===== src/bhr_pkg.sv =====
// Package for the branch history recorder: register indices, control bit
// positions, reset values, record layout and the state types.
// Assumes a 64-bit model-register port and 32-bit linear addresses.
package bhr_pkg;

    localparam int ADDR_W  = 32;
    localparam int REC_W   = 64;
    localparam int DEPTH   = 4;
    localparam int PTR_W   = 2;
    localparam int IDX_W   = 8;
    localparam int CTL_W   = 5;

    // Model register indices.
    localparam logic [IDX_W-1:0] IDX_DEBUG_CONTROL = 8'h00;
    localparam logic [IDX_W-1:0] IDX_ENTRY_BASE    = 8'h10;
    localparam logic [IDX_W-1:0] IDX_HISTORY_TOP   = 8'h14;

    // Debug control bit positions.
    localparam int BIT_HISTORY_ENABLE  = 0;
    localparam int BIT_STEP_ON_BRANCH  = 1;
    localparam int BIT_BUS_MSG_ENABLE  = 2;
    localparam int BIT_MEM_LOG_ENABLE  = 3;
    localparam int BIT_LOG_IRQ_ENABLE  = 4;

    // Record layout: source address low, destination address high.
    localparam int REC_FROM_LSB = 0;
    localparam int REC_TO_LSB   = 32;

    localparam logic [CTL_W-1:0] CTL_RESET  = 5'h00;
    localparam logic [PTR_W-1:0] TOP_RESET  = 2'h0;
    localparam logic [REC_W-1:0] REC_RESET  = 64'h0;

    // Feature query word; only the debug-store availability bit is set.
    localparam int          FEATURE_SAVE_AREA_BIT = 21;
    localparam logic [31:0] FEATURE_FLAGS  = 32'h0020_0000;

    typedef struct packed {
        logic [PTR_W-1:0]            top;
        logic [DEPTH-1:0][REC_W-1:0] entry;
    } bhr_stack_t;

    typedef struct packed {
        logic [CTL_W-1:0] ctl;
        logic [REC_W-1:0] rdata;
        logic             ack;
        logic             fault;
        logic             step;
        logic             ss_clr;
        logic             msg;
        logic             log;
        logic [1:0]       cnt;
        logic [REC_W-1:0] rec_a;
        logic [REC_W-1:0] rec_b;
        logic             irq;
        logic             wrap;
    } bhr_core_t;

endpackage


===== src/bhr_recorder.sv =====
// Branch history recorder: debug control register, four-entry history of
// taken branches, interrupts and exceptions, step-on-branch trap request,
// bus trace message and memory log requests.
// Assumes the core presents at most one branch and one interrupt or
// exception per cycle, all on mclk, and that the memory log and bus
// message machinery outside accept the records offered to them.
//
// Function
// - History holds exactly four records, circular.
// - Record every transfer when enabled; wrap, overwrite oldest.
// - Two-bit top pointer marks newest record.
// - Pointer advances before store; 3 wraps to 0.
// - Control bit 0 enables history recording.
// - Record is 64 bits: from and to.
// - Debug exception clears history enable.
// - Control bit 1 makes stepping on transfers.
// - Control bit 2 sends records as bus messages.
// - Control bit 3 logs messages into memory buffer.
// - Bit 4: interrupt when full, else circular.
// - Entries and pointer are read-only, readable.
// - Branch records branch address and target.
// - Interrupt records return pointer and handler.
// - Exception records faulting instruction and handler.
// - Branch with trap: branch record, then exception.
// - Branch with fault: exception record only.
// - Branch then interrupt: branch record, then interrupt.
// - Feature query bit 21 reports debug store.
// - Debug exceptions themselves create no records.
// - Debug exception leaves history entries untouched.
// - Debug exception clears step-on-branch with step flag.
`timescale 1ns/1ns
`default_nettype none
module bhr_recorder
(
    // Clock and reset
    input  wire logic                       mclk,
    input  wire logic                       rst,
    // Model register port
    input  wire logic [bhr_pkg::IDX_W-1:0]  reg_idx,
    input  wire logic                       reg_wr,
    input  wire logic                       reg_rd,
    input  wire logic [bhr_pkg::REC_W-1:0]  reg_wdata,
    input  wire logic                       reg_privileged,
    output logic      [bhr_pkg::REC_W-1:0]  reg_rdata,
    output logic                            reg_ack,
    output logic                            reg_fault,
    // Branch taken this cycle
    input  wire logic                       br_valid,
    input  wire logic [bhr_pkg::ADDR_W-1:0] br_from,
    input  wire logic [bhr_pkg::ADDR_W-1:0] br_to,
    // Interrupt or exception taken this cycle
    input  wire logic                       ev_valid,
    input  wire logic                       ev_fault,
    input  wire logic [bhr_pkg::ADDR_W-1:0] ev_from,
    input  wire logic [bhr_pkg::ADDR_W-1:0] ev_to,
    // Debug exception and single stepping
    input  wire logic                       dbg_exc,
    input  wire logic                       instr_retired,
    input  wire logic                       single_step_flag,
    output logic                            step_trap,
    output logic                            single_step_clear,
    // Trace records offered outside
    output logic                            bus_msg_valid,
    output logic                            log_valid,
    output logic      [1:0]                 trace_count,
    output logic      [bhr_pkg::REC_W-1:0]  trace_rec_a,
    output logic      [bhr_pkg::REC_W-1:0]  trace_rec_b,
    input  wire logic                       log_full,
    output logic                            log_full_irq,
    output logic                            log_wrap,
    // Feature query word
    output logic      [31:0]                feature_flags
);

    bhr_pkg::bhr_core_t cur;
    bhr_pkg::bhr_core_t next_cur;

    logic                      hist_en;
    logic                      step_br;
    logic                      br_rec;
    logic                      any_rec;
    logic                      wr_one;
    logic                      wr_two;
    logic [bhr_pkg::REC_W-1:0] br_word;
    logic [bhr_pkg::REC_W-1:0] ev_word;
    logic [bhr_pkg::REC_W-1:0] rec_a;
    logic [bhr_pkg::REC_W-1:0] rec_b;
    logic [bhr_pkg::REC_W-1:0] stack_word;
    logic [bhr_pkg::PTR_W-1:0] top;
    logic                      is_entry;

    assign hist_en = cur.ctl[bhr_pkg::BIT_HISTORY_ENABLE];
    assign step_br = cur.ctl[bhr_pkg::BIT_STEP_ON_BRANCH];

    // A branch that faults is represented only by its exception.
    assign br_rec  = br_valid && !(ev_valid && ev_fault);
    assign any_rec = br_rec || ev_valid;

    // The core supplies the right addresses per kind: branch address and
    // target, saved return pointer and handler, or faulting instruction
    // and handler. The record layout is the same for all of them.
    assign br_word = {br_to, br_from};
    assign ev_word = {ev_to, ev_from};

    // Branch goes first when two transfers arrive together.
    assign rec_a = br_rec ? br_word : ev_word;
    assign rec_b = ev_word;

    // Debug exceptions arrive on their own input and are never recorded,
    // so the stack keeps the last four transfers before one.
    assign wr_two = hist_en && br_rec && ev_valid;
    assign wr_one = hist_en && any_rec && !wr_two;

    assign is_entry = reg_idx[bhr_pkg::IDX_W-1:bhr_pkg::PTR_W] ==
                      bhr_pkg::IDX_ENTRY_BASE[bhr_pkg::IDX_W-1:bhr_pkg::PTR_W];

    bhr_stack u_stack
    (
        .mclk     (mclk),
        .rst      (rst),
        .wr_one   (wr_one),
        .wr_two   (wr_two),
        .rec_a    (rec_a),
        .rec_b    (rec_b),
        .rd_idx   (reg_idx[bhr_pkg::PTR_W-1:0]),
        .rd_entry (stack_word),
        .top      (top)
    );

    always_comb
    begin
        next_cur        = cur;
        next_cur.ack    = 1'b0;
        next_cur.fault  = 1'b0;
        next_cur.step   = 1'b0;
        next_cur.ss_clr = 1'b0;
        next_cur.msg    = 1'b0;
        next_cur.log    = 1'b0;
        next_cur.irq    = 1'b0;
        next_cur.wrap   = 1'b0;

        // Register reads answer one cycle later; unknown indices fault.
        if (reg_rd)
        begin
            next_cur.ack   = 1'b1;
            next_cur.rdata = bhr_pkg::REC_RESET;
            if (reg_idx == bhr_pkg::IDX_DEBUG_CONTROL)
            begin
                next_cur.rdata[bhr_pkg::CTL_W-1:0] = cur.ctl;
            end
            else if (is_entry)
            begin
                next_cur.rdata = stack_word;
            end
            else if (reg_idx == bhr_pkg::IDX_HISTORY_TOP)
            begin
                next_cur.rdata[bhr_pkg::PTR_W-1:0] = top;
            end
            else
            begin
                next_cur.fault = 1'b1;
            end
        end
        else if (reg_wr)
        begin
            next_cur.ack = 1'b1;
            // Writes from unprivileged code are refused rather than
            // trusted, so a misbehaving caller cannot start tracing.
            if (reg_idx == bhr_pkg::IDX_DEBUG_CONTROL && reg_privileged)
            begin
                next_cur.ctl = reg_wdata[bhr_pkg::CTL_W-1:0];
            end
            else
            begin
                next_cur.fault = 1'b1;
            end
        end

        // The exception is taken after any write in the same cycle, so
        // the handler always starts with recording and stepping off.
        if (dbg_exc)
        begin
            next_cur.ctl[bhr_pkg::BIT_HISTORY_ENABLE] = 1'b0;
            next_cur.ctl[bhr_pkg::BIT_STEP_ON_BRANCH] = 1'b0;
            next_cur.ss_clr = 1'b1;
        end

        // Stepping on transfers or on every retired instruction.
        if (single_step_flag && !dbg_exc)
        begin
            next_cur.step = step_br ? any_rec : instr_retired;
        end

        // Trace records leave in the same order as history stores them.
        if (any_rec)
        begin
            next_cur.rec_a = rec_a;
            next_cur.rec_b = rec_b;
            next_cur.cnt   = (br_rec && ev_valid) ? 2'h2 : 2'h1;
            next_cur.msg   = cur.ctl[bhr_pkg::BIT_BUS_MSG_ENABLE];
            if (cur.ctl[bhr_pkg::BIT_MEM_LOG_ENABLE])
            begin
                if (log_full && cur.ctl[bhr_pkg::BIT_LOG_IRQ_ENABLE])
                begin
                    next_cur.irq = 1'b1;
                end
                else
                begin
                    next_cur.log  = 1'b1;
                    next_cur.wrap = log_full;
                end
            end
        end
    end

    always_ff @(posedge mclk or posedge rst)
    begin
        if (rst)
        begin
            cur        <= '0;
            cur.ctl    <= bhr_pkg::CTL_RESET;
            cur.rdata  <= bhr_pkg::REC_RESET;
            cur.rec_a  <= bhr_pkg::REC_RESET;
            cur.rec_b  <= bhr_pkg::REC_RESET;
        end
        else
        begin
            cur <= next_cur;
        end
    end

    assign reg_rdata         = cur.rdata;
    assign reg_ack           = cur.ack;
    assign reg_fault         = cur.fault;
    assign step_trap         = cur.step;
    assign single_step_clear = cur.ss_clr;
    assign bus_msg_valid     = cur.msg;
    assign log_valid         = cur.log;
    assign trace_count       = cur.cnt;
    assign trace_rec_a       = cur.rec_a;
    assign trace_rec_b       = cur.rec_b;
    assign log_full_irq      = cur.irq;
    assign log_wrap          = cur.wrap;
    assign feature_flags     = bhr_pkg::FEATURE_FLAGS;

    property p_top_one;
        @(posedge mclk) disable iff (rst)
        wr_one |=> top == $past(top) + 2'h1;
    endproperty
    a_top_one: assert property (p_top_one)
        else $error("Top pointer did not advance by one.");

    property p_top_two;
        @(posedge mclk) disable iff (rst)
        wr_two |=> top == $past(top) + 2'h2;
    endproperty
    a_top_two: assert property (p_top_two)
        else $error("Top pointer did not advance by two.");

    property p_no_rec_off;
        @(posedge mclk) disable iff (rst)
        !hist_en |=> top == $past(top);
    endproperty
    a_no_rec_off: assert property (p_no_rec_off)
        else $error("History changed while recording was off.");

    property p_dbg_clears;
        @(posedge mclk) disable iff (rst)
        dbg_exc |=> !hist_en && !step_br && single_step_clear;
    endproperty
    a_dbg_clears: assert property (p_dbg_clears)
        else $error("Debug exception left recording or stepping on.");

    property p_fault_only;
        @(posedge mclk) disable iff (rst)
        hist_en && br_valid && ev_valid && ev_fault
            |-> wr_one && rec_a == ev_word;
    endproperty
    a_fault_only: assert property (p_fault_only)
        else $error("Faulting branch was recorded.");

    property p_branch_first;
        @(posedge mclk) disable iff (rst)
        hist_en && br_valid && ev_valid && !ev_fault
            |-> wr_two && rec_a == br_word && rec_b == ev_word;
    endproperty
    a_branch_first: assert property (p_branch_first)
        else $error("Branch and event records out of order.");

    property p_step_branch;
        @(posedge mclk) disable iff (rst)
        single_step_flag && step_br && !dbg_exc && !any_rec
            |=> !step_trap;
    endproperty
    a_step_branch: assert property (p_step_branch)
        else $error("Step trap without a control transfer.");

    property p_bus_msg;
        @(posedge mclk) disable iff (rst)
        any_rec && cur.ctl[bhr_pkg::BIT_BUS_MSG_ENABLE]
            |=> bus_msg_valid && trace_rec_a == $past(rec_a);
    endproperty
    a_bus_msg: assert property (p_bus_msg)
        else $error("Bus trace message missing.");

    property p_ro_write;
        @(posedge mclk) disable iff (rst)
        reg_wr && !reg_rd && is_entry |=> reg_fault && reg_ack;
    endproperty
    a_ro_write: assert property (p_ro_write)
        else $error("Write to history entry was not refused.");

    property p_log_full;
        @(posedge mclk) disable iff (rst)
        any_rec && log_full && cur.ctl[bhr_pkg::BIT_MEM_LOG_ENABLE]
            |=> log_full_irq != log_wrap && log_valid == log_wrap;
    endproperty
    a_log_full: assert property (p_log_full)
        else $error("Full log neither interrupted nor wrapped.");

endmodule // bhr_recorder
`default_nettype wire


===== src/bhr_stack.sv =====
// Four-entry circular history stack with its top pointer.
// Assumes the caller asks for at most two pushes per cycle, oldest first.
`timescale 1ns/1ns
`default_nettype none
module bhr_stack
(
    // Clock and reset
    input  wire logic                      mclk,
    input  wire logic                      rst,
    // Push requests
    input  wire logic                      wr_one,
    input  wire logic                      wr_two,
    input  wire logic [bhr_pkg::REC_W-1:0] rec_a,
    input  wire logic [bhr_pkg::REC_W-1:0] rec_b,
    // Read side
    input  wire logic [bhr_pkg::PTR_W-1:0] rd_idx,
    output logic      [bhr_pkg::REC_W-1:0] rd_entry,
    output logic      [bhr_pkg::PTR_W-1:0] top
);

    bhr_pkg::bhr_stack_t cur;
    bhr_pkg::bhr_stack_t next_cur;

    always_comb
    begin
        next_cur = cur;
        // The pointer advances before each store and wraps from 3 to 0.
        if (wr_two)
        begin
            next_cur.entry[cur.top + 2'h1] = rec_a;
            next_cur.entry[cur.top + 2'h2] = rec_b;
            next_cur.top = cur.top + 2'h2;
        end
        else if (wr_one)
        begin
            next_cur.entry[cur.top + 2'h1] = rec_a;
            next_cur.top = cur.top + 2'h1;
        end
    end

    always_ff @(posedge mclk or posedge rst)
    begin
        if (rst)
        begin
            cur.top <= bhr_pkg::TOP_RESET;
            for (int i = 0; i < bhr_pkg::DEPTH; i++)
            begin
                cur.entry[i] <= bhr_pkg::REC_RESET;
            end
        end
        else
        begin
            cur <= next_cur;
        end
    end

    assign rd_entry = cur.entry[rd_idx];
    assign top      = cur.top;

    property p_newest_at_top;
        @(posedge mclk) disable iff (rst)
        wr_one && !wr_two |=> cur.entry[cur.top] == $past(rec_a);
    endproperty
    a_newest_at_top: assert property (p_newest_at_top)
        else $error("Newest record is not at the top entry.");

endmodule // bhr_stack
`default_nettype wire

===== config.mk =====
export PLATFORM = sky130hd
export DESIGN_NAME = bhr_recorder
export DESIGN_NICKNAME = d
export VERILOG_FILES = /design/src/bhr_pkg.sv /design/src/bhr_recorder.sv /design/src/bhr_stack.sv
export SDC_FILE = /design/constraint.sdc
export NUM_CORES = 1
export LEC_CHECK = 0
export ABC_CLOCK_PERIOD_IN_PS = 41600
export BUFFER_PORTS_ARGS = -buffer_cell sky130_fd_sc_hd__buf_2
export CORE_ASPECT_RATIO = 0.8
export CORE_MARGIN = 2
export CORE_UTILIZATION = 25
export CTS_CLUSTER_SIZE = 12
export DETAILED_ROUTE_END_ITERATION = 10
export PLACE_DENSITY = 0.44
export SLEW_MARGIN = 20
export SYNTH_ARGS = -nofsm -noshare
export SYNTH_HDL_FRONTEND = slang
export SYNTH_SLANG_ARGS = --single-unit

===== constraint.sdc =====
create_clock -name mclk -period 41.6 [get_ports mclk]
set_clock_uncertainty 0.2 [all_clocks]
set_input_delay 2.08 -clock mclk [delete_from_list [all_inputs] [get_ports mclk]]
set_output_delay 2.08 -clock mclk [all_outputs]
set_load 0.02 [all_outputs]

==> results of run 1 <==
[worst paths after layout]
| kind | end |
|---|---|
| max reg2reg | u_stack.cur[159] |
| min in group asynchronous | trace_rec_b[58] |
| max in group asynchronous | u_stack.cur[36] |
| max | u_stack.cur[159] |
| min | trace_rec_b[32] |
| min reg2reg | trace_rec_b[32] |
[area by class of cell]
class / instances / area, µm²
Timing Repair Buffer: 386 / 2070
Clock inverter: 17 / 189
Multi-Input combinational cell: 1205 / 9090
Inverter: 265 / 1000
Sequential cell: 465 / 11600
Clock buffer: 86 / 1670
Antenna cell: 1 / 2.50
Fill cell: 10200 / 69300
Tap cell: 1300 / 1630
[power by group]
| part | internal (mW) | total [mW] | switching [mW] | leakage, nW |
|---|---|---|---|---|
| clock network | 0.295 | 0.502 | 0.207 | 0.907 |
| logic | 0.0301 | 0.106 | 0.0764 | 6.59 |
| registers | 0.467 | 0.474 | 0.00760 | 4.84 |
| total | 0.791 | 1.08 | 0.291 | 12.3 |
[sequential cells by signal, summed over array words and instances, names as in the netlist, 2 cells and up]
| signal | count |
|---|---|
| u_stack.cur | 256 |
| reg_rdata | 64 |
| trace_rec_a | 64 |
| trace_rec_b | 64 |
| cur | 5 |
| trace_count | 2 |
| u_stack.top | 2 |
[kinds of logic after synthesis]
kind of cell               count (synthesis)  share of synthesized area
xor gates and xnor gates                   1                   0.000360
buffers and inverters                    711                      0.158
adders and majority gates                  8                    0.00412
other                                      2                   0.000309
AOI/OAI and AO/OA                        408                      0.136
and+or+nand+nor                          622                      0.134
muxes                                    134                     0.0883
DFF                                      465                      0.479
[critical path, cell delays in order]
cell and delay (ns):
buf_2 0.32, and4b_4 0.27, buf_4 0.83, a211o_4 1.01
o221ai_1 0.28
[routing by layer]
layer  vias up  GRT usage  wire length (µm)
met4         2     0.0407              1450
li1       8311          -                 -
met2       674      0.262             38800
met3       111     0.0312              5040
met1      9642      0.224             37700
met5         -          0                13
[cell usage after synthesis]
master / n / area, µm²
a32o_1: 1 / 10.0
a21boi_0: 5 / 37.5
inv_1: 265 / 995
buf_6: 29 / 327
a211o_1: 4 / 35.0
buf_4: 240 / 1800
nand2b_1: 5 / 31.3
nand4_1: 261 / 1630
nor2_1: 74 / 278
o211ai_1: 3 / 22.5
xnor2_1: 1 / 8.76
nand3_1: 4 / 20.0
conb_1: 2 / 7.51
ha_1: 8 / 100
buf_1: 11 / 41.3
nand2_1: 198 / 743
o221ai_1: 253 / 2220
a31oi_1: 5 / 31.3
clkbuf_1: 115 / 432
a31o_2: 59 / 517
a311oi_1: 1 / 8.76
o21ai_0: 5 / 25.0
o221ai_2: 3 / 45.0
dfrtp_1: 465 / 11600
and3_1: 3 / 18.8
buf_2: 51 / 255
mux2_2: 3 / 33.8
and4_1: 1 / 8.76
or2_2: 3 / 18.8
nand3b_1: 2 / 15.0
mux2i_1: 67 / 671
o21a_1: 2 / 15.0
mux4_2: 64 / 1440
and4b_1: 1 / 10.0
a21oi_1: 66 / 330
a2111oi_0: 1 / 8.76
and2_1: 1 / 6.26
nor2b_1: 60 / 375
nor3b_1: 3 / 22.5
nand4b_1: 4 / 35.0
nor4_2: 1 / 12.5
nor4_4: 1 / 21.3
[stage by stage]
stage / hold WS (ns) / utilization / setup slack (ns) / power (mW)
final: 0.259 / 0.283 / 36.93 / 1.08
after global routing: 0.280 / 0.283 / 36.80 / 1.13
after CTS: 0.264 / 0.282 / 36.96 / 1.10
after detailed placement: 0.250 / 0.263 / 36.29 / 0.591
after global placement: 0.244 / 0.263 / 36.38 / 0.589
after floorplan: 0.240 / - / 26.35 / 0.564
==> qor.yml, run 1 <==
synthesis.area_um2: 24300
status: "finished clean"
vias: 18700
drv_slew: 0
reg2regPathDepth: 5
whs_path_depth: 2
drt_pass1_iterations: 7
cts_root_buffer: "clkbuf_16"
ir_worst_vdd_mv: 0.0288
grt_overflow: 0
hold_viol: 0
grt_max_degree: 139
rsz0062_at_grt: "no"
final_nets: 2598
syn_inst: 2351
layout_commonest_cell: "dfrtp_1"
rows: 102
syn2layout_area_growth_pct: 12.3
cts.sinks: 465
post_dp_cell_area_um2: 25400
startpoint_type: "input pin"
max_slew_margin: 0.235
drv_cap: 0
track_usage: 0.162
clock_latency_ns: 0.63
fin_area_um2: 27300
hold_path_class: "reg2reg"
finalSetupViolCount: 0
place_inst: 3619
period_needed_ns: 4.67
ys_seq_area_frac: 0.479
timing.fmax_ghz: 0.214
crit_path_max_fanout: 91
worstMarginPinSlew_ns: 1.15
cp_data_arrival_time_ns: 4.90
fin_crit_sh: 0.112
p_leak_nw: 12.3
post_route_cells_drive_above_1_share: 0.259
cp-end-kind: "flip-flop"
fin_setup_tns_ns: 0
r2r_slack_ns: 37.88
cts.clk_slew.worst_paths_ns: 0.06
die-area_um2: 99700
start_util: 0.252
antenna_found_initial: 4
hpwl_um: 49500
layout_common_cells: "dfrtp_1, buf_2, inv_1"
gp_congestion: 0.749
yosysWarningCount: 0
wl_per_cell_um: 22.3
cts_htree_levels: 2
ioPinCount: 446
drc: 0
worstSetupPathType: "in2reg"
drt_iter0_markers: 1544
grt_pass1_wl_um: 125000
syn_area_per_cell_um2: 10.3
ant_nets: 0
worstPathRequired_ns: 41.83
postCtsSetupBuffers: 0
ys_ff_latch: 465
crit-reg2reg-launch: "u_stack.top[0]"
clk_path_buf_depth: 3
die_y_um: 283
portBuffers: 354
post_cts_resized: 0
powerDensity_nw_per_um2: 39.7
fp.coreArea_um2: 96600
yosysUniqueCellTypes: 42
setup.worst_path.start: "ev_valid"
via_per_inst: 5.03
cts_tree: "done"
cts_made_buffers: 55
worstHoldStart: "trace_rec_b[32]"
wl_um: 83000
final_cell_count_no_fill: 3725
grt_pass1_vias: 19000
cts.hold.buffers_added: 0
die_w_um: 353
Power figures use the tool's default switching activity.
==> run 2: changes to the inputs <==
--- a/config.mk
+++ b/config.mk
@@ -5,14 +5,14 @@
 export SDC_FILE = /design/constraint.sdc
 export NUM_CORES = 1
 export LEC_CHECK = 0
-export ABC_CLOCK_PERIOD_IN_PS = 41600
+export ABC_CLOCK_PERIOD_IN_PS = 4100
 export BUFFER_PORTS_ARGS = -buffer_cell sky130_fd_sc_hd__buf_2
 export CORE_ASPECT_RATIO = 0.8
 export CORE_MARGIN = 2
 export CORE_UTILIZATION = 25
 export CTS_CLUSTER_SIZE = 12
 export DETAILED_ROUTE_END_ITERATION = 10
-export PLACE_DENSITY = 0.44
+export PLACE_DENSITY = 0.46
 export SLEW_MARGIN = 20
 export SYNTH_ARGS = -nofsm -noshare
 export SYNTH_HDL_FRONTEND = slang
==> constraint.sdc (replaced) <==
create_clock -name mclk -period 4.1 [get_ports mclk]
set_clock_uncertainty 0.2 [all_clocks]
set_input_delay 0.205 -clock mclk [delete_from_list [all_inputs] [get_ports mclk]]
set_output_delay 0.205 -clock mclk [all_outputs]
set_load 0.02 [all_outputs]
==> run 2 against run 1 <==
Effect of this change: critical path depth up 2; global-route usage fell by 0.060 points; via count grew 3.3%; hold slack got worse by 0.23 ns; total power grew to 10 times the previous value; non-clock buffer count increased by 174.
==> qor.yml, run 2 (synthesis gave the netlist of run 1 again) <==
status: "finished clean"
postCtsSetupBuffers: 0  # unchanged
max_slew_margin: 0.202  # -0.0328
period_needed_ns: 3.00
final_nets: 2772  # +6.7%
grt_max_degree: 141  # +1.4%
wl_per_cell_um: 21.4  # -3.8%
die_y_um: 283  # unchanged
die_w_um: 353  # unchanged
final_cell_count_no_fill: 3896  # +4.6%
wl_um: 83600  # +0.67%
place_inst: 3636  # +0.47%
grt_pass1_wl_um: 125000  # +0.34%
cp-end-kind: "flip-flop"
post_cts_resized: 0  # unchanged
drc: 0  # unchanged
post_route_cells_drive_above_1_share: 0.246  # -0.0128
finalPower_mw: 11.0  # +920%
switching_share: 0.266  # -0.00351
cp_data_arrival_time_ns: 3.25  # -1.65 ns
antenna_found_initial: 0  # -4
start_util: 0.252  # unchanged
fin_setup_tns_ns: 0  # unchanged
power_switching_mw: 2.93  # +910%
syn2layout_area_growth_pct: 20.3
worstSetupPathType: "reg2reg"
layout_commonest_cell: "dfrtp_1"
ir_worst_vdd_mv: 0.267  # +830%
startpoint_type: "flip-flop"
track_usage: 0.162  # -0.000596
p_leak_nw: 13.2  # +6.6%
clk_path_buf_depth: 3  # unchanged
drt_iter0_markers: 1808  # +17%
worstPathRequired_ns: 4.35  # -37.48 ns
drt_pass1_iterations: 6  # -1
power_frac_comb: 0.110  # +0.012
portBuffers: 354  # unchanged
worstMarginPinSlew_ns: 1.20  # +0.0493 ns
die-area_um2: 99700  # unchanged
via_per_inst: 4.97  # -1.2%
p_int_mw: 8.11  # +930%
vias: 19400  # +3.3%
p_seq_frac: 0.436  # -0.002
fin_crit_sh: 0.733
timing.fmax_ghz: 0.333
cts_htree_levels: 2  # unchanged
fillers: 9904  # -2.6%
clock_latency_ns: 0.61  # -0.02 ns
hold_viol: 0  # unchanged
cts_root_buffer: "clkbuf_16"
fp.coreArea_um2: 96600  # unchanged
gp_congestion: 0.749  # about the same
clkPwrFrac: 0.454  # -0.010
rows: 102  # unchanged
cts.clk_slew.worst_paths_ns: 0.07  # about the same
grt_overflow: 0  # unchanged
regMostFlops: "u_stack.cur"
crit_path_max_fanout: 64  # -30%
drv_slew: 0  # unchanged
powerDensity_nw_per_um2: 378  # +850%
drv_cap: 0  # unchanged
layout_common_cells: "dfrtp_1, buf_2, inv_1"
grt_pass1_vias: 19900  # +4.7%
hold_path_class: "in2reg"
finalSetupViolCount: 0  # unchanged
cts_made_buffers: 55  # unchanged
cts.sinks: 465  # unchanged
ioPinCount: 446  # unchanged
rsz0062_at_grt: "no"
hpwl_um: 50300  # +1.7%
largest_reg_flops: 256  # unchanged
ant_nets: 0  # unchanged
cts_tree: "done"
-- run 2: area by class of cell --
class | instances | area [µm²] | share of cell area
clock buffers | 87 | 1700 | 0.0581
inverters | 265 | 998 | 0.0342
flip-flops and latches | 465 | 11600 | 0.398
well taps | 1300 | 1630 | 0.0556
repair buffers | 560 | 4040 | 0.138
clock inverters | 13 | 139 | 0.00475
diodes | 1 | 2.50 | 0.0000856
multi-input cells | 1205 | 9090 | 0.311
-- run 2: final timing paths --
path | from | to | slack (ns) | depth (start not counted)
min | br_valid | trace_count[1] | 0.03 | 3
max reg2reg | u_stack.top[0] | u_stack.cur[141] | 1.10 | 7
min in group asynchronous | rst | cur[204] | 0.12 | 3
min reg2reg | trace_rec_b[13] | trace_rec_b[13] | 0.26 | 2
max in group asynchronous | rst | reg_rdata[33] | 2.47 | 5
max | u_stack.top[0] | u_stack.cur[141] | 1.10 | 7
-- run 2: power groups by stage --
stage / combinational, mW / sequential, mW / clock (mW)
2_1_floorplan: 0.843 / 4.88 / 0
3_3_place_gp: 1.10 / 4.89 / 0
3_5_place_dp: 1.12 / 4.90 / 0
4_1_cts: 1.24 / 4.82 / 5.17
5_1_grt: 1.32 / 4.83 / 5.36
6_report: 1.22 / 4.81 / 5.02
-- run 2: through the flow --
step | utilization | instance area, µm² | hold slack, ns | setup slack (ns)
2_1_floorplan | - | 24400 | 0.0364 | -2.60
3_3_place_gp | 0.267 | 25800 | 0.183 | 1.18
3_5_place_dp | 0.267 | 25800 | 0.183 | 1.12
4_1_cts | 0.303 | 29200 | 0.0186 | 1.10
5_1_grt | 0.303 | 29200 | 0.106 | 0.970
6_report | 0.303 | 29200 | 0.0284 | 1.10
-- run 2: repair_timing --
item	CTS	global route
hold buffers	159	0
hold endpoints to repair	433	0
endpoints found under the setup margin	0	0
-- run 2: metal layers --
layer / share of wire / track usage / vias to the layer above
met5: 0 / 0 / -
met2: 0.47 / 0.265 / 740
met1: 0.44 / 0.218 / 9824
met3: 0.063 / 0.0298 / 126
li1: - / - / 8670
met4: 0.020 / 0.0488 / 0
-- run 2: worst max-delay path: stages, from the launching register on --
cell and delay (ns):
dfrtp_1 0.54, inv_1 0.28, ha_4 0.18, buf_4 0.50
nand4b_1 0.25, a21boi_4 0.22, buf_12 0.38, o221ai_1 0.19
